<file path="src/design/rcs_defines.svh">
// Purpose: constants for the reset control and status flag block
// Assumes: 40 MHz MCLK (25 ns period)
// Notes: offsets are register indices; byte address is index times four
`ifndef RCS_DEFINES_SVH
`define RCS_DEFINES_SVH

`define RCS_CLK_PS 25000
`define RCS_ADDR_FLAGS 8'h0f
`define RCS_ADDR_CPUCTL 8'h34
`define RCS_ADDR_PC_LO 8'h07
`define RCS_ADDR_PC_HI 8'h08
`define RCS_ADDR_LCD_LO 8'h09
`define RCS_ADDR_CAUSE 8'h40
`define RCS_ADDR_ARITH 8'h41
`define RCS_BIT_C 0
`define RCS_BIT_HALF 1
`define RCS_BIT_Z 2
`define RCS_BIT_WRAP 3
`define RCS_BIT_NONPOS 4
`define RCS_BIT_NONNEG 5
`define RCS_BIT_SLEEP_N 6
`define RCS_BIT_EXPIRY_N 7
`define RCS_BIT_SPEED 0
`define RCS_LCD_LO_RST 6'h00
`define RCS_PC_RST 8'h00
// Times in microseconds; all cycle counts round up
`define RCS_T_WUP_POR_US 500000
`define RCS_T_WUP_SLP_US 485000
`define RCS_T_CLKDET_US 1000
`define RCS_CYC(us) (((us) * 64'd1000000 + `RCS_CLK_PS - 1) / `RCS_CLK_PS)

`endif

</file>
<file path="src/design/rcs_pkg.sv">
// Purpose: types for the reset control and status flag block
// Assumes: nothing
// Notes: state codes are one-hot
package rcs_pkg;
    typedef enum logic [3:0] {
        RCS_ST_RESET = 4'h1,
        RCS_ST_CLKDET = 4'h2,
        RCS_ST_WARMUP = 4'h4,
        RCS_ST_RUN = 4'h8
    } rcs_state_t;
    typedef enum logic [1:0] {
        RCS_SRC_NONE = 2'h0,
        RCS_SRC_POR = 2'h1,
        RCS_SRC_PIN = 2'h2,
        RCS_SRC_WDT = 2'h3
    } rcs_src_t;
endpackage

</file>
<file path="src/design/rcs_top.sv">
// Purpose: merges reset sources, times warm-up, keeps reset cause and arithmetic flags
// Assumes: supply monitor and reset pin are asynchronous; core strobes are on MCLK
// Notes: registers are reached over a plain strobe port with read data one cycle later
//
// How it works
// System reset asserts while supply detector, watchdog expiry or reset pin is active.
// Reset holds while supply is low and re-asserts whenever supply drops again.
// A low on the reset pin of two cycles or more resets; a one-cycle low is filtered; pin idles high.
// Enabled watchdog expiry resets the chip; software kicks it before expiry.
// After power-on reset the CPU waits the power-on warm-up interval.
// After sleep wake-up the CPU waits the sleep warm-up interval.
// Slow clock presence is detected in about one millisecond at start-up.
// Flag bit 0 carry, inverse borrow on subtract; bit 1 half carry; bit 2 zero.
// Flag bit 3 set when the carry into bit 7 differs from the carry out of bit 7.
// Flag bit 4 shows signed result at most zero; binary arithmetic only.
// Flag bit 5 shows signed result at least zero; binary arithmetic only.
// Software fixes the accumulator sign bit using overflow with sign flags.
// Sleep-entry flag clears on sleep; set by kick, power-on or pin reset.
// Expiry flag clears on watchdog reset; set by kick, power-on, pin, sleep.
// Every reset restores register defaults except the expiry and sleep-entry flags and the upper two LCD address low bits.
// Flag pair encodes cause: 00 wdt in sleep, 01 wdt, 11 power or pin.
// Watchdog reset clears expiry flag, keeps sleep flag; power or pin sets both.
// Reset clears the watchdog timer and both program counter bytes.
// Reset clears lower six bits of the LCD address low register.
// Every reset reloads the speed select bit from the boot speed option.
// Oscillator is kept running or started during initialisation after reset.
// Reset asserts asynchronously on RESET_N and releases synchronously once the sequencer leaves its reset state.
//
// The address-and-strobe port is this design's own decision.
`include "rcs_defines.svh"
`timescale 1ns/100ps
`default_nettype none

module rcs_top #(
    parameter logic [31:0] WUP_POR_CYC = 32'(`RCS_CYC(`RCS_T_WUP_POR_US)),
    parameter logic [31:0] WUP_SLP_CYC = 32'(`RCS_CYC(`RCS_T_WUP_SLP_US)),
    parameter logic [31:0] CLKDET_CYC = 32'(`RCS_CYC(`RCS_T_CLKDET_US))
) (
    input wire logic MCLK, // 40 MHz clock
    input wire logic RESET_N, // Asynchronous reset, active low
    input wire logic SUPPLY_OK, // Supply monitor, high above threshold
    input wire logic EXT_RESET_N_PIN, // Reset pin, low resets
    input wire logic WATCHDOG_EXPIRY, // Watchdog time-out level or pulse
    input wire logic WATCHDOG_ENABLE, // Watchdog enabled
    input wire logic BOOT_SPEED_OPTION, // Boot speed option, 1 fast
    input wire logic SLOW_CLK_TICK, // Slow clock sample, asynchronous
    input wire logic SLEEP_ENTER, // One-cycle pulse: sleep entered
    input wire logic SLEEP_WAKE, // One-cycle pulse: sleep woken
    input wire logic WATCHDOG_KICK_INSTR, // One-cycle pulse: watchdog kick
    input wire logic ALU_UPDATE, // One-cycle pulse: arithmetic result
    input wire logic ALU_IS_SUB, // Operation is a subtraction
    input wire logic ALU_IS_HEX, // Binary arithmetic, not decimal
    input wire logic [7:0] ALU_A, // First operand
    input wire logic [7:0] ALU_B, // Second operand
    input wire logic [7:0] ADDR, // Register index
    input wire logic [7:0] WDATA, // Write data
    input wire logic WR, // Write strobe
    input wire logic RD, // Read strobe
    output logic [7:0] RDATA, // Read data, cycle after read
    output logic SYS_RESET_N, // System reset to core, active low
    output logic CPU_HOLD, // CPU held for warm-up
    output logic OSC_ENABLE, // Oscillator run request
    output logic WATCHDOG_CLEAR, // Watchdog counter clear
    output logic [7:0] ARITH_AND_RESET_FLAGS, // Flag register
    output logic SPEED_SELECT_BIT // Speed select, 1 fast
);
    import rcs_pkg::*;

    // ----------------------------------------------------------------
    // Input synchronisers
    // ----------------------------------------------------------------
    // Bit 0 supply monitor, bit 1 reset pin, bit 2 slow clock
    localparam int NSYNC = 3;
    localparam logic [NSYNC-1:0] IDLE_LVL = 3'b010;
    logic [NSYNC-1:0] raw_in;
    logic [NSYNC-1:0] agreed;
    logic sup_low;
    logic pin_low;
    logic tick_last;
    logic tick_seen;

    assign raw_in = {SLOW_CLK_TICK, EXT_RESET_N_PIN, SUPPLY_OK};

    // A change counts once stages two and three agree
    for (genvar i = 0; i < NSYNC; i++) begin : g_sync
        logic [2:0] stage;
        logic keep;
        always_ff @(posedge MCLK or negedge RESET_N) begin
            if (!RESET_N) begin
                stage <= {3{IDLE_LVL[i]}};
                keep <= IDLE_LVL[i];
            end else begin
                stage <= {stage[1:0], raw_in[i]};
                if (stage[1] == stage[2]) begin
                    keep <= stage[2];
                end
            end
        end
        assign agreed[i] = keep;
    end

    assign sup_low = !agreed[0];
    assign pin_low = !agreed[1];

    // Any settled toggle of the slow clock counts as presence
    always_ff @(posedge MCLK or negedge RESET_N) begin
        if (!RESET_N) begin
            tick_last <= 1'b0;
            tick_seen <= 1'b0;
        end else begin
            tick_last <= agreed[2];
            tick_seen <= (agreed[2] != tick_last);
        end
    end

    // ----------------------------------------------------------------
    // Reset sources and sequencer
    // ----------------------------------------------------------------
    logic wdt_fire;
    logic any_src;
    rcs_src_t last_src;
    rcs_state_t state;
    rcs_state_t next_state;
    logic [31:0] count;
    logic in_sleep;
    logic slp_warm;

    assign wdt_fire = WATCHDOG_EXPIRY && WATCHDOG_ENABLE;
    assign any_src = sup_low || pin_low || wdt_fire;

    always_comb begin
        next_state = state;
        case (state)
            RCS_ST_RESET: begin
                if (!any_src) begin
                    next_state = RCS_ST_CLKDET;
                end
            end
            RCS_ST_CLKDET: begin
                if (tick_seen || count >= CLKDET_CYC - 32'h1) begin
                    next_state = RCS_ST_WARMUP;
                end
            end
            RCS_ST_WARMUP: begin
                if (count >= WUP_POR_CYC - 32'h1) begin
                    next_state = RCS_ST_RUN;
                end
            end
            RCS_ST_RUN: begin
                next_state = RCS_ST_RUN;
            end
            default: next_state = RCS_ST_RESET;
        endcase
        if (any_src) begin
            next_state = RCS_ST_RESET;
        end
    end

    always_ff @(posedge MCLK or negedge RESET_N) begin
        if (!RESET_N) begin
            state <= RCS_ST_RESET;
            count <= 32'h0;
        end else begin
            state <= next_state;
            count <= (next_state != state) ? 32'h0 : count + 32'h1;
        end
    end

    // Sleep warm-up runs beside the main sequencer after the core wakes
    logic [31:0] slp_count;
    always_ff @(posedge MCLK or negedge RESET_N) begin
        if (!RESET_N) begin
            in_sleep <= 1'b0;
            slp_warm <= 1'b0;
            slp_count <= 32'h0;
        end else if (state != RCS_ST_RUN) begin
            in_sleep <= 1'b0;
            slp_warm <= 1'b0;
            slp_count <= 32'h0;
        end else if (SLEEP_ENTER) begin
            in_sleep <= 1'b1;
        end else if (SLEEP_WAKE && in_sleep) begin
            in_sleep <= 1'b0;
            slp_warm <= 1'b1;
            slp_count <= 32'h0;
        end else if (slp_warm) begin
            slp_count <= slp_count + 32'h1;
            if (slp_count >= WUP_SLP_CYC - 32'h1) begin
                slp_warm <= 1'b0;
            end
        end
    end

    always_ff @(posedge MCLK or negedge RESET_N) begin
        if (!RESET_N) begin
            last_src <= RCS_SRC_POR;
        end else if (sup_low) begin
            last_src <= RCS_SRC_POR;
        end else if (pin_low) begin
            last_src <= RCS_SRC_PIN;
        end else if (wdt_fire) begin
            last_src <= RCS_SRC_WDT;
        end
    end

    // Reset output: async assert by reset input, sync release once the sequencer leaves reset
    always_ff @(posedge MCLK or negedge RESET_N) begin
        if (!RESET_N) begin
            SYS_RESET_N <= 1'b0;
        end else begin
            SYS_RESET_N <= !any_src && (state != RCS_ST_RESET);
        end
    end

    // CPU held through power-on and sleep warm-up
    always_ff @(posedge MCLK or negedge RESET_N) begin
        if (!RESET_N) begin
            CPU_HOLD <= 1'b1;
        end else begin
            CPU_HOLD <= (next_state != RCS_ST_RUN) || slp_warm;
        end
    end

    // Oscillator stops only while the core sleeps
    always_ff @(posedge MCLK or negedge RESET_N) begin
        if (!RESET_N) begin
            OSC_ENABLE <= 1'b1;
        end else begin
            OSC_ENABLE <= (state != RCS_ST_RUN) || !in_sleep;
        end
    end

    // Watchdog counter cleared through reset and on each kick
    always_ff @(posedge MCLK or negedge RESET_N) begin
        if (!RESET_N) begin
            WATCHDOG_CLEAR <= 1'b1;
        end else begin
            WATCHDOG_CLEAR <= (state == RCS_ST_RESET) || WATCHDOG_KICK_INSTR;
        end
    end

    // ----------------------------------------------------------------
    // Arithmetic flags
    // ----------------------------------------------------------------
    logic [8:0] sum;
    logic [4:0] half;
    logic [7:0] opb;
    logic c6;
    logic [7:0] res;

    always_comb begin
        opb = ALU_IS_SUB ? ~ALU_B : ALU_B;
        sum = {1'b0, ALU_A} + {1'b0, opb} + {8'h00, ALU_IS_SUB};
        half = {1'b0, ALU_A[3:0]} + {1'b0, opb[3:0]} + {4'h0, ALU_IS_SUB};
        c6 = ALU_A[7] ^ opb[7] ^ sum[7];
        res = sum[7:0];
    end

    logic [5:0] arith;
    always_ff @(posedge MCLK or negedge RESET_N) begin
        if (!RESET_N) begin
            arith <= 6'h00;
        end else if (state == RCS_ST_RESET) begin
            arith <= 6'h00;
        end else if (ALU_UPDATE) begin
            arith[`RCS_BIT_C] <= sum[8];
            arith[`RCS_BIT_HALF] <= half[4];
            arith[`RCS_BIT_Z] <= (res == 8'h00);
            arith[`RCS_BIT_WRAP] <= c6 ^ sum[8];
            if (ALU_IS_HEX) begin
                arith[`RCS_BIT_NONPOS] <= res[7] || (res == 8'h00);
                arith[`RCS_BIT_NONNEG] <= !res[7];
            end
        end else if (WR && ADDR == `RCS_ADDR_FLAGS) begin
            arith <= WDATA[5:0];
        end
    end

    // ----------------------------------------------------------------
    // Cause flags, kept across reset
    // ----------------------------------------------------------------
    logic expiry_n;
    logic sleep_n;
    always_ff @(posedge MCLK or negedge RESET_N) begin
        if (!RESET_N) begin
            expiry_n <= 1'b1;
            sleep_n <= 1'b1;
        end else if (sup_low || pin_low) begin
            expiry_n <= 1'b1;
            sleep_n <= 1'b1;
        end else if (wdt_fire) begin
            expiry_n <= 1'b0;
            sleep_n <= sleep_n;
        end else if (WATCHDOG_KICK_INSTR) begin
            expiry_n <= 1'b1;
            sleep_n <= 1'b1;
        end else if (SLEEP_ENTER && state == RCS_ST_RUN) begin
            expiry_n <= 1'b1;
            sleep_n <= 1'b0;
        end
    end

    // ----------------------------------------------------------------
    // Reset-loaded core registers
    // ----------------------------------------------------------------
    logic [7:0] pc_lo;
    logic [7:0] pc_hi;
    logic [5:0] lcd_lo;
    logic [1:0] lcd_hi;
    logic speed;
    always_ff @(posedge MCLK or negedge RESET_N) begin
        if (!RESET_N) begin
            pc_lo <= `RCS_PC_RST;
            pc_hi <= `RCS_PC_RST;
        end else if (state == RCS_ST_RESET) begin
            pc_lo <= `RCS_PC_RST;
            pc_hi <= `RCS_PC_RST;
        end else if (WR && ADDR == `RCS_ADDR_PC_LO) begin
            pc_lo <= WDATA;
        end else if (WR && ADDR == `RCS_ADDR_PC_HI) begin
            pc_hi <= WDATA;
        end
    end

    // Upper two bits keep their old value through reset
    always_ff @(posedge MCLK or negedge RESET_N) begin
        if (!RESET_N) begin
            lcd_lo <= `RCS_LCD_LO_RST;
            lcd_hi <= 2'h0;
        end else if (state == RCS_ST_RESET) begin
            lcd_lo <= `RCS_LCD_LO_RST;
        end else if (WR && ADDR == `RCS_ADDR_LCD_LO) begin
            lcd_lo <= WDATA[5:0];
            lcd_hi <= WDATA[7:6];
        end
    end

    always_ff @(posedge MCLK or negedge RESET_N) begin
        if (!RESET_N) begin
            speed <= 1'b0;
        end else if (state == RCS_ST_RESET) begin
            speed <= BOOT_SPEED_OPTION;
        end else if (WR && ADDR == `RCS_ADDR_CPUCTL) begin
            speed <= WDATA[`RCS_BIT_SPEED];
        end
    end

    // ----------------------------------------------------------------
    // Outputs and read port
    // ----------------------------------------------------------------
    always_ff @(posedge MCLK or negedge RESET_N) begin
        if (!RESET_N) begin
            ARITH_AND_RESET_FLAGS <= 8'hc0;
            SPEED_SELECT_BIT <= 1'b0;
            RDATA <= 8'h00;
        end else begin
            ARITH_AND_RESET_FLAGS <= {expiry_n, sleep_n, arith};
            SPEED_SELECT_BIT <= speed;
            if (RD) begin
                case (ADDR)
                    `RCS_ADDR_FLAGS: RDATA <= {expiry_n, sleep_n, arith};
                    `RCS_ADDR_CPUCTL: RDATA <= {7'h00, speed};
                    `RCS_ADDR_PC_LO: RDATA <= pc_lo;
                    `RCS_ADDR_PC_HI: RDATA <= pc_hi;
                    `RCS_ADDR_LCD_LO: RDATA <= {lcd_hi, lcd_lo};
                    `RCS_ADDR_CAUSE: RDATA <= {state, 2'h0, last_src};
                    default: RDATA <= 8'h00;
                endcase
            end else begin
                RDATA <= 8'h00;
            end
        end
    end

endmodule
`default_nettype wire

</file>
<file path="config.mk">
export PLATFORM = sky130hd
export DESIGN_NAME = rcs_top
export DESIGN_NICKNAME = d
export VERILOG_FILES = /design/src/design/rcs_pkg.sv /design/src/design/rcs_top.sv
export VERILOG_INCLUDE_DIRS = /design/src /design/src/design
export SDC_FILE = /design/constraint.sdc
export NUM_CORES = 1
export LEC_CHECK = 0
export BUFFER_PORTS_ARGS = -buffer_cell sky130_fd_sc_hd__buf_2
export CAP_MARGIN = 20
export CORE_MARGIN = 5
export CORE_UTILIZATION = 40
export DETAILED_ROUTE_END_ITERATION = 10
export GPL_TIMING_DRIVEN = 0
export MAX_ROUTING_LAYER = met4
export PLACE_DENSITY = 0.58
export SYNTH_ARGS = -nofsm -noshare
export SYNTH_HDL_FRONTEND = slang
export SYNTH_SLANG_ARGS = --single-unit
</file>
<file path="constraint.sdc">
create_clock -name MCLK -period 2.6 [get_ports MCLK]
set_input_delay 0.13 -clock MCLK [delete_from_list [all_inputs] [get_ports MCLK]]
set_output_delay 0.13 -clock MCLK [all_outputs]
set_load 0.02 [all_outputs]
</file>
==> results of run 1 <==
-- where the power goes --
| group | internal, W | leakage [nW] | total [W] | switching [W] |
|---|---|---|---|---|
| sequential | 0.00225 | 1.88 | 0.00230 | 0.0000466 |
| combinational | 0.000196 | 1.57 | 0.000503 | 0.000307 |
| clock | 0.00150 | 0.279 | 0.00235 | 0.000849 |
| total | 0.00394 | 3.72 | 0.00515 | 0.00120 |
-- cell usage in the layout, fill, tap and decap left out, drive strengths merged, types with 10 or more instances in the layout --
cell type,synthesis,layout
dfrtp,127,127
nor2,90,90
buf,14,83
nand2,60,60
xor2,55,55
nand3,49,49
clkbuf,14,37
a21oi,35,35
o21ai,24,24
nand4,22,22
nor3,15,15
mux2i,14,14
dfstp,13,13
xnor2,13,13
nor4,13,13
and3,12,12
mux2,11,11
dlygate4sd3,0,11
inv,10,10
-- worst reg2reg max path, stage by stage, from the launching register on --
cell	delay, ns
sky130_fd_sc_hd__dfrtp_1	0.42
sky130_fd_sc_hd__ha_1	0.26
sky130_fd_sc_hd__and3_1	0.16
sky130_fd_sc_hd__clkbuf_1	0.16
sky130_fd_sc_hd__a311oi_2	0.38
sky130_fd_sc_hd__nor4_2	0.11
sky130_fd_sc_hd__or3_1	0.37
sky130_fd_sc_hd__o211ai_1	0.10
sky130_fd_sc_hd__buf_4	0.18
sky130_fd_sc_hd__buf_4	0.17
sky130_fd_sc_hd__nor2_1	0.06
-- per-stage QoR --
step	hold slack (ns)	worst slack (ns)	total power, W	area, sq um
after global placement	0.237	-0.495	0.00279	7580
final	0.0239	0.122	0.00515	8350
after detailed placement	0.0849	-0.138	0.00281	7620
after global routing	0.00910	0.00815	0.00538	8350
after floorplan	-0.166	0.416	0.00260	6970
after CTS	0.000763	0.0845	0.00521	8320
-- registers in the layout (all words and copies together) (netlist names), 2 cells and up --
signal / flops
last_src: 2
arith: 6
state: 4
pc_lo: 8
g_sync.keep: 3
RDATA: 8
g_sync.stage: 9
lcd_hi: 2
pc_hi: 8
count: 32
ARITH_AND_RESET_FLAGS: 8
lcd_lo: 6
slp_count: 32
-- logic make-up after synthesis --
family | after synthesis
AND/OR/NAND/NOR | 304
flip-flops | 140
AO/OA/AOI/OAI | 103
XOR/XNOR | 68
buffers and inverters | 38
multiplexers | 25
adder cells (fa/ha/maj) | 13
-- final timing paths --
check                                           to               start  depth (start not counted)
worst max register to register           count[20]            count[0]                         10
worst max-delay path                     count[20]            count[0]                         10
max in group asynchronous           WATCHDOG_CLEAR             RESET_N                          3
worst min register to register  g_sync[2].stage[1]  g_sync[2].stage[0]                          0
worst min-delay path                     lcd_lo[3]            WDATA[3]                          3
min in group asynchronous             slp_count[0]             RESET_N                          2
-- synth_stat cells (all sizes together) (4+ instances only) --
master,count,area share (%)
dfrtp,127,46
nor2,90,4.8
nand2,60,3.2
xor2,55,6.9
nand3,49,3.5
a21oi,35,2.6
o21ai,24,1.7
nand4,22,2.0
nor3,15,1.2
buf,14,1.2
clkbuf,14,0.77
mux2i,14,2.0
dfstp,13,4.9
nor4,13,1.7
xnor2,13,1.6
and3,12,1.1
mux2,11,1.8
inv,10,0.54
and4,9,1.1
ha,9,1.6
and2,8,0.72
a222oi,7,1.0
or2,6,0.54
o31ai,5,0.54
or3,5,0.45
a211oi,4,0.43
a31oi,4,0.36
-- what timing repair did --
action | in CTS | in global routing
pin swaps | 1 | 1
hold buffers | 11 | 0
gates resized for setup | 1 | 9
setup endpoints to repair | 30 | 31
endpoints found under the hold margin | 56 | 0
setup buffers | 2 | 0
-- cell type report --
| type | count | share of cell area, % |
|---|---|---|
| flip-flops and latches | 140 | 42.1 |
| multi-input cells | 513 | 39.5 |
| repair buffers | 81 | 5.98 |
| clock buffers | 23 | 5.36 |
| well taps | 225 | 3.37 |
| plain buffers | 28 | 1.72 |
| clock inverters | 9 | 1.47 |
| inverters | 10 | 0.449 |
-- routing by layer --
layer / wire [microns] / vias to the layer above / share of wire (%) / GRT usage [%]
li1: - / 2667 / - / -
met5: 0 / - / 0 / -
met2: 7630 / 117 / 48 / 27.3
met4: 228 / 0 / 1.4 / 4.70
met1: 7080 / 2678 / 45 / 21.0
met3: 855 / 23 / 5.4 / 3.93
==> results_tabular.tex, run 1 <==
\begin{tabular}{lr}
\hline
Metric & Value \\
\hline
\multicolumn{2}{l}{\textbf{Clock network}} \\
\quad Number of H-tree branching levels & 4 \\
\quad Clock network latency to the later pin of the worst-skew pair & 0.41 ns \\
\quad Clock net sink count & 140 \\
\quad Cell at the root of the clock tree & sky130\_fd\_sc\_hd\_\_clkbuf\_16 \\
\quad Clock slew at the register clock pins of the worst setup and hold paths & 0.06 ns \\
\quad Clock buffers created by TritonCTS & 17 \\
\quad Clk buf depth & 2 \\
\quad Clock tree from TritonCTS & done \\
\multicolumn{2}{l}{\textbf{STA}} \\
\quad Final critical-path required period & 2.48 ns \\
\quad Total negative slack for setup checks & 0 ns \\
\quad Upper clock frequency limit & 404 MHz \\
\quad Relative slew slack & 40.4\% \\
\quad Post-Route Skew & 0.00656 ns \\
\quad Number of setup violations in the final report & 0 \\
\quad Max-slew violations & 0 \\
\quad Final critical-path share of the clock period & 95.3\% \\
\quad RSZ-0062 raised after global routing & false \\
\quad Final-report hold violation count & 0 \\
\quad Worst slew pin tran & 0.887 ns \\
\multicolumn{2}{l}{\textbf{Die}} \\
\quad Total Die Area & 20200 sq um \\
\quad I/O pin cnt & 69 \\
\quad Num rows & 48 \\
\quad Die W & 142 microns \\
\quad Initial standard-cell utilization of the core & 40.6\% \\
\quad CORE AREA & 17200 sq um \\
\quad Die Y-Extent & 142 microns \\
\multicolumn{2}{l}{\textbf{Global routing}} \\
\quad Via count of the first global-routing pass & 5406 \\
\quad Maximum number of pins on one net before global-route repair & 99 \\
\quad Total track usage & 16.8\% \\
\quad Wire length of the first global-routing pass & 26.6 mm \\
\quad Overflow after GRT & 0 \\
\quad Initial antenna violation count & 0 \\
\multicolumn{2}{l}{\textbf{Logic synthesis}} \\
\quad Cells after Synth & 691 \\
\quad Number of flip-flops and latches in the synthesized netlist & 140 \\
\quad Adder-Cell Fraction of Synth Area & 2.33\% \\
\quad Share of synthesized flip-flops with an asynchronous set or reset & 100\% \\
\quad Compound-gate portion of the synthesized area & 9.60\% \\
\quad Synthesized cell area & 6970 sq um \\
\quad Prevailing post-synth register cell & sky130\_fd\_sc\_hd\_\_dfrtp\_1 \\
\quad Post-synthesis xor/xnor area fraction & 8.54\% \\
\quad Multiplexer fraction of the synthesized cell area & 3.79\% \\
\quad Simple-gate share of the synthesized area & 22.8\% \\
\quad Synth warnings & 0 \\
\quad Count of flip-flops with a built-in enable after synthesis & 0 \\
\quad Cell variety after synth & 64 \\
\quad Mean instance size in the synthesized netlist & 10.1 sq um \\
\quad Synthesized netlist net count & 749 \\
\quad Largest family of logic cells by synthesized area & simple AND/OR/NAND/NOR gates \\
\quad Share of the yosys chip area belonging to registers & 50.5\% \\
\multicolumn{2}{l}{\textbf{Final layout}} \\
\quad Final non-filler cell total & 1029 \\
\quad Area of the multi-input gates & 3300 sq um \\
\quad Final core area utilization & 48.6\% \\
\quad Fraction of layout instances using a drive strength above 1 & 19.2\% \\
\quad Area grow syn2layout & 19.8\% \\
\quad Count of fill cells added during filler insertion & 1613 \\
\quad Number of nets in the final layout & 849 \\
\quad Diodes inserted & 0 \\
\quad Storage cell area & 3520 sq um \\
\multicolumn{2}{l}{\textbf{Setup path}} \\
\quad Peak fanout along the critical path & 10 \\
\quad Buf/Inv on CP & 3 \\
\quad Type of destination of the critical path & flop \\
\quad Endpoint required time on the critical path & 2.90 ns \\
\quad Reg-to-reg setup timing slack & 0.12 ns \\
\quad Slowest cell on crit path & sky130\_fd\_sc\_hd\_\_dfrtp\_1 \\
\quad Largest stage delay, worst path & 0.42 ns \\
\quad Data arrival, critical path & 2.77 ns \\
\quad Kind of cell with the highest combined delay on the critical path & simple AND/OR/NAND/NOR gates \\
\quad CP cell instances & ha\_1, and3\_1, clkbuf\_1, a311oi\_2, nor4\_2, or3\_1, o211ai\_1, buf\_4, buf\_4, nor2\_1 \\
\quad Top cell by count, worst path & sky130\_fd\_sc\_hd\_\_buf\_4 \\
\quad WS Path Type & reg -> reg \\
\quad Startpoint Class & flop \\
\multicolumn{2}{l}{\textbf{Power and ir drop}} \\
\quad LEAKAGE & 3.72 nW \\
\quad Cell Pwr Density & 616 nW/um\^{}2 \\
\quad Peak VDD IR & 0.454 mV \\
\multicolumn{2}{l}{\textbf{Detailed routing}} \\
\quad Number of antenna-violating nets in the routed design & 0 \\
\quad Routed via count divided by cell count & 5.33 \\
\quad Via total after detailed routing & 5485 \\
\quad First-pass iteration count of the detailed router & 8 \\
\quad Detailed Route WL & 15.8 mm \\
\quad Post-DR wirelength/cell & 15.3 microns \\
\quad First-iteration detailed-routing DRC count & 298 \\
\quad Post-detailed-route DRC marker count & 0 \\
\multicolumn{2}{l}{\textbf{Flow run}} \\
\quad Max-cap violation count & 0 \\
\multicolumn{2}{l}{\textbf{Hold path}} \\
\quad Classification of the worst-slack hold path & in -> reg \\
\multicolumn{2}{l}{\textbf{Placed design}} \\
\quad Number of cells in the design after placement & 983 \\
\quad Number of buffer cells added on primary ports & 65 \\
\quad Routability cong. & 0.852 \\
\quad HPWL after detailed placement & 11.6 mm \\
\multicolumn{2}{l}{\textbf{Run status}} \\
\quad Status & finished clean \\
\hline
\end{tabular}
(Power assumes the default switching activity.)
==> run 2: changes to the inputs <==
- GPL_TIMING_DRIVEN: 0 -> not set
==> run 2 against run 1 <==
Effect of this change:
- setup slack better by 0.14 ns
- non-clock buffer count is 5 lower
- largest power group unchanged
- global-route usage is 0.30 points higher
- sequential cell count stayed put
- largest cell class unchanged
==> results_tabular.tex, run 2 (same netlist as run 1, synthesis figures left out) <==
\begin{tabular}{lr}
\hline
Metric & Value \\
\hline
\multicolumn{2}{l}{\textbf{Clock network}} \\
\quad Clock tree from TritonCTS & done \\
\quad Clock buffers created by TritonCTS & 17 \\
\quad CTS hold repair buffers & 13 \\
\quad Number of setup buffers added after CTS & 0 \\
\quad Resize count post-CTS & 0 \\
\quad Number of H-tree branching levels & 4 \\
\quad Cell at the root of the clock tree & sky130\_fd\_sc\_hd\_\_clkbuf\_16 \\
\quad Clock slew at the register clock pins of the worst setup and hold paths & 0.06 ns \\
\quad Clock net sink count & 140 \\
\quad Clock network latency to the later pin of the worst-skew pair & 0.42 ns \\
\quad Clk buf depth & 2 \\
\multicolumn{2}{l}{\textbf{Detailed routing}} \\
\quad Detailed Route WL & 16.1 mm \\
\quad Post-DR wirelength/cell & 15.7 microns \\
\quad Number of antenna-violating nets in the routed design & 0 \\
\quad Post-detailed-route DRC marker count & 0 \\
\quad First-iteration detailed-routing DRC count & 382 \\
\quad Via total after detailed routing & 5528 \\
\quad First-pass iteration count of the detailed router & 6 \\
\quad Routed via count divided by cell count & 5.40 \\
\multicolumn{2}{l}{\textbf{Setup path}} \\
\quad Buf/Inv on CP & 1 \\
\quad Endpoint required time on the critical path & 2.90 ns \\
\quad Data arrival, critical path & 2.64 ns \\
\quad FF-to-FF Start & count[0] \\
\quad CP cell instances & ha\_1, and3\_1, a311oi\_1, nor4\_2, or3\_1, o211ai\_1, buf\_12, nor2\_1 \\
\quad Startpoint Class & flop \\
\quad Largest stage delay, worst path & 0.42 ns \\
\quad Depth of the most critical reg-to-reg path & 8 \\
\quad Peak fanout along the critical path & 32 \\
\quad Reg-to-reg setup timing slack & 0.26 ns \\
\quad Slowest cell on crit path & sky130\_fd\_sc\_hd\_\_dfrtp\_1 \\
\quad Endpoint of the lowest-slack register-to-register path & count[19] \\
\quad WS Path Type & reg -> reg \\
\quad Type of destination of the critical path & flop \\
\quad Kind of cell with the highest combined delay on the critical path & simple AND/OR/NAND/NOR gates \\
\multicolumn{2}{l}{\textbf{STA}} \\
\quad Fin Hold WS & 0.00870 ns \\
\quad Worst slew pin tran & 0.646 ns \\
\quad Final-report hold violation count & 0 \\
\quad Final critical-path required period & 2.34 ns \\
\quad Max-slew violations & 0 \\
\quad Upper clock frequency limit & 428 MHz \\
\quad Final critical-path share of the clock period & 89.9\% \\
\quad Relative slew slack & 56.7\% \\
\quad Total negative slack for setup checks & 0 ns \\
\quad Number of setup violations in the final report & 0 \\
\quad Post-Route Skew & 0.00778 ns \\
\quad RSZ-0062 raised after global routing & false \\
\multicolumn{2}{l}{\textbf{Placed design}} \\
\quad Number of buffer cells added on primary ports & 68 \\
\quad Routability cong. & 0.880 \\
\quad HPWL after detailed placement & 11.6 mm \\
\multicolumn{2}{l}{\textbf{Global routing}} \\
\quad Overflow after GRT & 0 \\
\quad Total track usage & 17.1\% \\
\quad Wire length of the first global-routing pass & 27.3 mm \\
\quad Initial antenna violation count & 0 \\
\quad Maximum number of pins on one net before global-route repair & 64 \\
\quad Via count of the first global-routing pass & 5562 \\
\multicolumn{2}{l}{\textbf{Hold path}} \\
\quad Terminating pin of the worst hold path & arith[1] \\
\quad Hold Path Stages & 2 \\
\quad Classification of the worst-slack hold path & in -> reg \\
\quad Hold path startpoint & ALU\_UPDATE \\
\multicolumn{2}{l}{\textbf{Power and ir drop}} \\
\quad LEAKAGE & 3.74 nW \\
\quad Cell Pwr Density & 610 nW/um\^{}2 \\
\quad Peak VDD IR & 0.458 mV \\
\multicolumn{2}{l}{\textbf{Final layout}} \\
\quad Most common library cell in the layout ignoring fill and taps & sky130\_fd\_sc\_hd\_\_dfrtp\_1 \\
\quad Most frequent cells in the layout & 127 x sky130\_fd\_sc\_hd\_\_dfrtp\_1, 90 x sky130\_fd\_sc\_hd\_\_nor2\_1, 67 x sky130\_fd\_sc\_hd\_\_buf\_2, 60 x sky130\_fd\_sc\_hd\_\_nand2\_1, 55 x sky130\_fd\_sc\_hd\_\_xor2\_1 \\
\quad Count of fill cells added during filler insertion & 1619 \\
\quad Fraction of layout instances using a drive strength above 1 & 20.4\% \\
\quad Area grow syn2layout & 20.1\% \\
\quad Registers with the most flip-flops & count: 32 flops, slp\_count: 32 flops, g\_sync.stage: 9 flops \\
\quad Diodes inserted & 0 \\
\quad Number of nets in the final layout & 844 \\
\multicolumn{2}{l}{\textbf{Die}} \\
\quad Initial standard-cell utilization of the core & 40.6\% \\
\quad CORE AREA & 17200 sq um \\
\quad Num rows & 48 \\
\quad Die W & 142 microns \\
\quad Total Die Area & 20200 sq um \\
\quad I/O pin cnt & 69 \\
\quad Die Y-Extent & 142 microns \\
\multicolumn{2}{l}{\textbf{Flow run}} \\
\quad Max-cap violation count & 0 \\
\multicolumn{2}{l}{\textbf{Run status}} \\
\quad Status & finished clean \\
\hline
\end{tabular}
[run 2: changes by cell type in the layout (fill, tap and decap cells not counted), sizes merged]
cell           change
clkbuf            -17
dlygate4sd3        +2
bufinv             -2
clkinvlp           +2
clkdlybuf4s18      -1
clkinv             +2
inv                +1
buf                +8
[run 2: power breakdown]
group | total, W | internal (W) | leakage (nW) | switching [W]
Combinational | 0.000493 | 0.000193 | 1.59 | 0.000300
Sequential | 0.00230 | 0.00225 | 1.88 | 0.0000519
Clock | 0.00231 | 0.00137 | 0.273 | 0.000943
Total | 0.00511 | 0.00381 | 3.74 | 0.00129
[run 2: worst reg2reg max path, cell delays in order, from the launching register on]
cell	delay (ns)
sky130_fd_sc_hd__dfrtp_1	0.42
sky130_fd_sc_hd__ha_1	0.25
sky130_fd_sc_hd__and3_1	0.23
sky130_fd_sc_hd__a311oi_1	0.41
sky130_fd_sc_hd__nor4_2	0.11
sky130_fd_sc_hd__or3_1	0.35
sky130_fd_sc_hd__o211ai_1	0.14
sky130_fd_sc_hd__buf_12	0.23
sky130_fd_sc_hd__nor2_1	0.08
[run 2: metal layers]
| layer | vias up | GRT usage (%) | share of wire, % |
|---|---|---|---|
| met2 | 146 | 26.4 | 47 |
| met3 | 22 | 3.53 | 5.3 |
| met4 | 0 | 5.81 | 1.6 |
| li1 | 2654 | - | - |
| met1 | 2706 | 22.5 | 46 |
| met5 | - | - | 0 |
[run 2: layout make-up]
class                           instances  area, sq um  area share [%]
Sequential cell                       140         3520            42.0
Clock inverter                         12          115            1.37
Inverter                               10         37.5           0.448
Tap cell                              225          282            3.36
Clock buffer                           20          457            5.46
Timing Repair Buffer                  104          674            8.06
Multi-Input combinational cell        513         3290            39.3
[run 2: metrics by stage]
step | util, % | area, sq um | setup WS, ns | power (W) | cells
6_report | 48.7 | 8370 | 0.262 | 0.00511 | 1024
3_3_place_gp | 44.7 | 7670 | 0.334 | 0.00281 | 979
3_5_place_dp | 44.7 | 7670 | 0.237 | 0.00282 | 979
5_1_grt | 48.7 | 8370 | 0.108 | 0.00531 | 1024
4_1_cts | 48.7 | 8370 | 0.252 | 0.00516 | 1024
2_1_floorplan | - | 6970 | 0.416 | 0.00260 | 691
[run 2: worst max path at each step]
stage | to | start | depth (start not counted)
2_1_floorplan | count[23] | count[0] | 9
3_3_place_gp | count[12] | count[0] | 8
3_5_place_dp | arith[2] | ALU_IS_SUB | 10
4_1_cts | count[9] | count[0] | 8
5_1_grt | count[27] | count[0] | 8
6_report | count[19] | count[0] | 8
==> run 3: changes to the inputs <==
- CELL_PAD_IN_SITES_DETAIL_PLACEMENT: not set -> 0
- CELL_PAD_IN_SITES_GLOBAL_PLACEMENT: not set -> 1
- PLACE_DENSITY: 0.58 -> 0.7
==> run 3 against run 2 <==
Effect of this change:
- global-route usage rose by 0.43 points
- non-clock buffer count fell by 2
- clock power barely moved
- critical path depth did not move
- largest power group is now sequential cells
- clock-buffer cell count rose by 1
==> results_tabular.tex, run 3 (same netlist as run 1, synthesis figures left out) <==
\begin{tabular}{lr}
\hline
Metric & Value \\
\hline
\multicolumn{2}{l}{\textbf{Run status}} \\
\quad Status & finished clean \\
\multicolumn{2}{l}{\textbf{Setup path}} \\
\quad Reg-to-reg setup timing slack & 0.28 ns \\
\quad Type of destination of the critical path & flop \\
\quad WS Path Type & reg -> reg \\
\quad Slowest cell on crit path & sky130\_fd\_sc\_hd\_\_dfrtp\_1 \\
\quad Depth of the most critical reg-to-reg path & 8 \\
\quad Data arrival, critical path & 2.62 ns \\
\quad CP cell instances & ha\_1, and3\_1, a311oi\_1, nor4\_2, or3\_1, o211ai\_1, buf\_12, nor2\_1 \\
\quad Endpoint of the lowest-slack register-to-register path & count[28] \\
\quad Largest stage delay, worst path & 0.41 ns \\
\quad Worst setup path start & count[0] \\
\quad Endpoint required time on the critical path & 2.90 ns \\
\quad Peak fanout along the critical path & 32 \\
\quad Termination of the worst setup path & count[28] \\
\quad FF-to-FF Start & count[0] \\
\quad Startpoint Class & flop \\
\multicolumn{2}{l}{\textbf{Final layout}} \\
\quad Diodes inserted & 0 \\
\quad Area grow syn2layout & 19.5\% \\
\quad Final core area utilization & 48.5\% \\
\quad Number of nets in the final layout & 842 \\
\quad Count of fill cells added during filler insertion & 1612 \\
\quad Registers with the most flip-flops & count: 32 flops, slp\_count: 32 flops, g\_sync.stage: 9 flops \\
\quad Most common library cell in the layout ignoring fill and taps & sky130\_fd\_sc\_hd\_\_dfrtp\_1 \\
\quad Final non-filler cell total & 1022 \\
\quad Most frequent cells in the layout & 127 x sky130\_fd\_sc\_hd\_\_dfrtp\_1, 90 x sky130\_fd\_sc\_hd\_\_nor2\_1, 67 x sky130\_fd\_sc\_hd\_\_buf\_2, 60 x sky130\_fd\_sc\_hd\_\_nand2\_1, 55 x sky130\_fd\_sc\_hd\_\_xor2\_1 \\
\quad Final Instance Area & 8330 sq um \\
\quad Fraction of layout instances using a drive strength above 1 & 20.3\% \\
\multicolumn{2}{l}{\textbf{Die}} \\
\quad Total Die Area & 20200 sq um \\
\quad Initial standard-cell utilization of the core & 40.6\% \\
\quad Num rows & 48 \\
\quad CORE AREA & 17200 sq um \\
\quad Die W & 142 microns \\
\quad Die Y-Extent & 142 microns \\
\quad I/O pin cnt & 69 \\
\multicolumn{2}{l}{\textbf{Detailed routing}} \\
\quad Routed via count divided by cell count & 5.38 \\
\quad Detailed Route WL & 16.5 mm \\
\quad Via total after detailed routing & 5496 \\
\quad First-iteration detailed-routing DRC count & 262 \\
\quad Number of antenna-violating nets in the routed design & 0 \\
\quad Post-detailed-route DRC marker count & 0 \\
\quad First-pass iteration count of the detailed router & 5 \\
\quad Post-DR wirelength/cell & 16.2 microns \\
\multicolumn{2}{l}{\textbf{Power and ir drop}} \\
\quad Cell Pwr Density & 608 nW/um\^{}2 \\
\quad Peak VDD IR & 0.474 mV \\
\quad LEAKAGE & 3.72 nW \\
\multicolumn{2}{l}{\textbf{STA}} \\
\quad Final critical-path share of the clock period & 89.3\% \\
\quad Relative slew slack & 51.4\% \\
\quad Worst slew pin tran & 0.726 ns \\
\quad Upper clock frequency limit & 431 MHz \\
\quad Number of setup violations in the final report & 0 \\
\quad Final critical-path required period & 2.32 ns \\
\quad RSZ-0062 raised after global routing & false \\
\quad Final-report hold violation count & 0 \\
\quad Max-slew violations & 0 \\
\quad Total negative slack for setup checks & 0 ns \\
\quad Post-Route Skew & 0.00890 ns \\
\multicolumn{2}{l}{\textbf{Clock network}} \\
\quad Number of H-tree branching levels & 4 \\
\quad Clock buffers created by TritonCTS & 17 \\
\quad Clock slew at the register clock pins of the worst setup and hold paths & 0.06 ns \\
\quad Number of setup buffers added after CTS & 0 \\
\quad Clk buf depth & 2 \\
\quad Clock net sink count & 140 \\
\quad Resize count post-CTS & 0 \\
\quad Clock network latency to the later pin of the worst-skew pair & 0.42 ns \\
\quad Cell at the root of the clock tree & sky130\_fd\_sc\_hd\_\_clkbuf\_16 \\
\quad Clock tree from TritonCTS & done \\
\multicolumn{2}{l}{\textbf{Global routing}} \\
\quad Overflow after GRT & 0 \\
\quad Maximum number of pins on one net before global-route repair & 71 \\
\quad Via count of the first global-routing pass & 5584 \\
\quad Initial antenna violation count & 0 \\
\quad Total track usage & 17.5\% \\
\quad Wire length of the first global-routing pass & 27.8 mm \\
\multicolumn{2}{l}{\textbf{Placed design}} \\
\quad HPWL after detailed placement & 11.6 mm \\
\quad Routability cong. & 0.856 \\
\quad Number of buffer cells added on primary ports & 68 \\
\quad Number of cells in the design after placement & 979 \\
\quad Post-placement cell area & 7670 sq um \\
\multicolumn{2}{l}{\textbf{Flow run}} \\
\quad Max-cap violation count & 0 \\
\multicolumn{2}{l}{\textbf{Hold path}} \\
\quad Classification of the worst-slack hold path & in -> reg \\
\hline
\end{tabular}
[run 3: layout make-up]
| type | count | area, sq um | share of cell area (%) |
|---|---|---|---|
| flip-flops and latches | 140 | 3520 | 42.2 |
| multi-input cells | 513 | 3290 | 39.4 |
| repair buffers | 102 | 654 | 7.85 |
| clock buffers | 21 | 460 | 5.52 |
| well taps | 225 | 282 | 3.38 |
| clock inverters | 11 | 93.8 | 1.13 |
| inverters | 10 | 37.5 | 0.450 |
[run 3: per-layer routing]
| layer | track usage, % | share of wire, % | wire (microns) | up-vias |
|---|---|---|---|---|
| met3 | 3.13 | 5.1 | 834 | 24 |
| met2 | 27.2 | 47 | 7700 | 145 |
| li1 | - | - | - | 2654 |
| met5 | - | 0 | 0 | - |
| met4 | 6.31 | 2.0 | 329 | 0 |
| met1 | 23.0 | 46 | 7650 | 2673 |
[run 3: per-stage QoR]
step           hold slack [ns]  power (W)  setup WS (ns)
2_1_floorplan           -0.166    0.00260          0.416
3_3_place_gp            0.0331    0.00281          0.338
3_5_place_dp            0.0352    0.00282          0.247
4_1_cts               0.000144    0.00514          0.254
5_1_grt                 0.0257    0.00529          0.120
6_report                0.0161    0.00507          0.278
[run 3: what timing repair did]
item,in CTS,in global routing
endpoints found under the setup margin,0,0
endpoints found under the hold margin,45,0
hold buffers,11,0
[run 3: worst max-delay path: cells and delay by family, from the launching register on]
| kind | cells | cell delay (ns) |
|---|---|---|
| AO/OA/AOI/OAI | 2 | 0.53 |
| buffers and inverters | 1 | 0.22 |
| flip-flops | 1 | 0.41 |
| AND/OR/NAND/NOR | 4 | 0.77 |
| adder cells (fa/ha/maj) | 1 | 0.25 |
[run 3: worst min-delay path by stage]
| stage | to | cells after the start | slack (ns) | startpoint |
|---|---|---|---|---|
| final | lcd_lo[5] | 3 | 0.02 | WDATA[5] |
| after global routing | lcd_lo[0] | 3 | 0.03 | WDATA[0] |
| after CTS | arith[1] | 2 | 0.0001 | ALU_UPDATE |
| after detailed placement | slp_count[0] | 1 | 0.04 | RESET_N |
| after global placement | slp_count[3] | 1 | 0.03 | RESET_N |
| after floorplan | ARITH_AND_RESET_FLAGS[0] | 0 | -0.17 | RESET_N |
[run 3: where the power goes]
group | internal, W | switching, W
clock | 0.00136 | 0.000917
sequential | 0.00225 | 0.0000512
combinational | 0.000192 | 0.000303
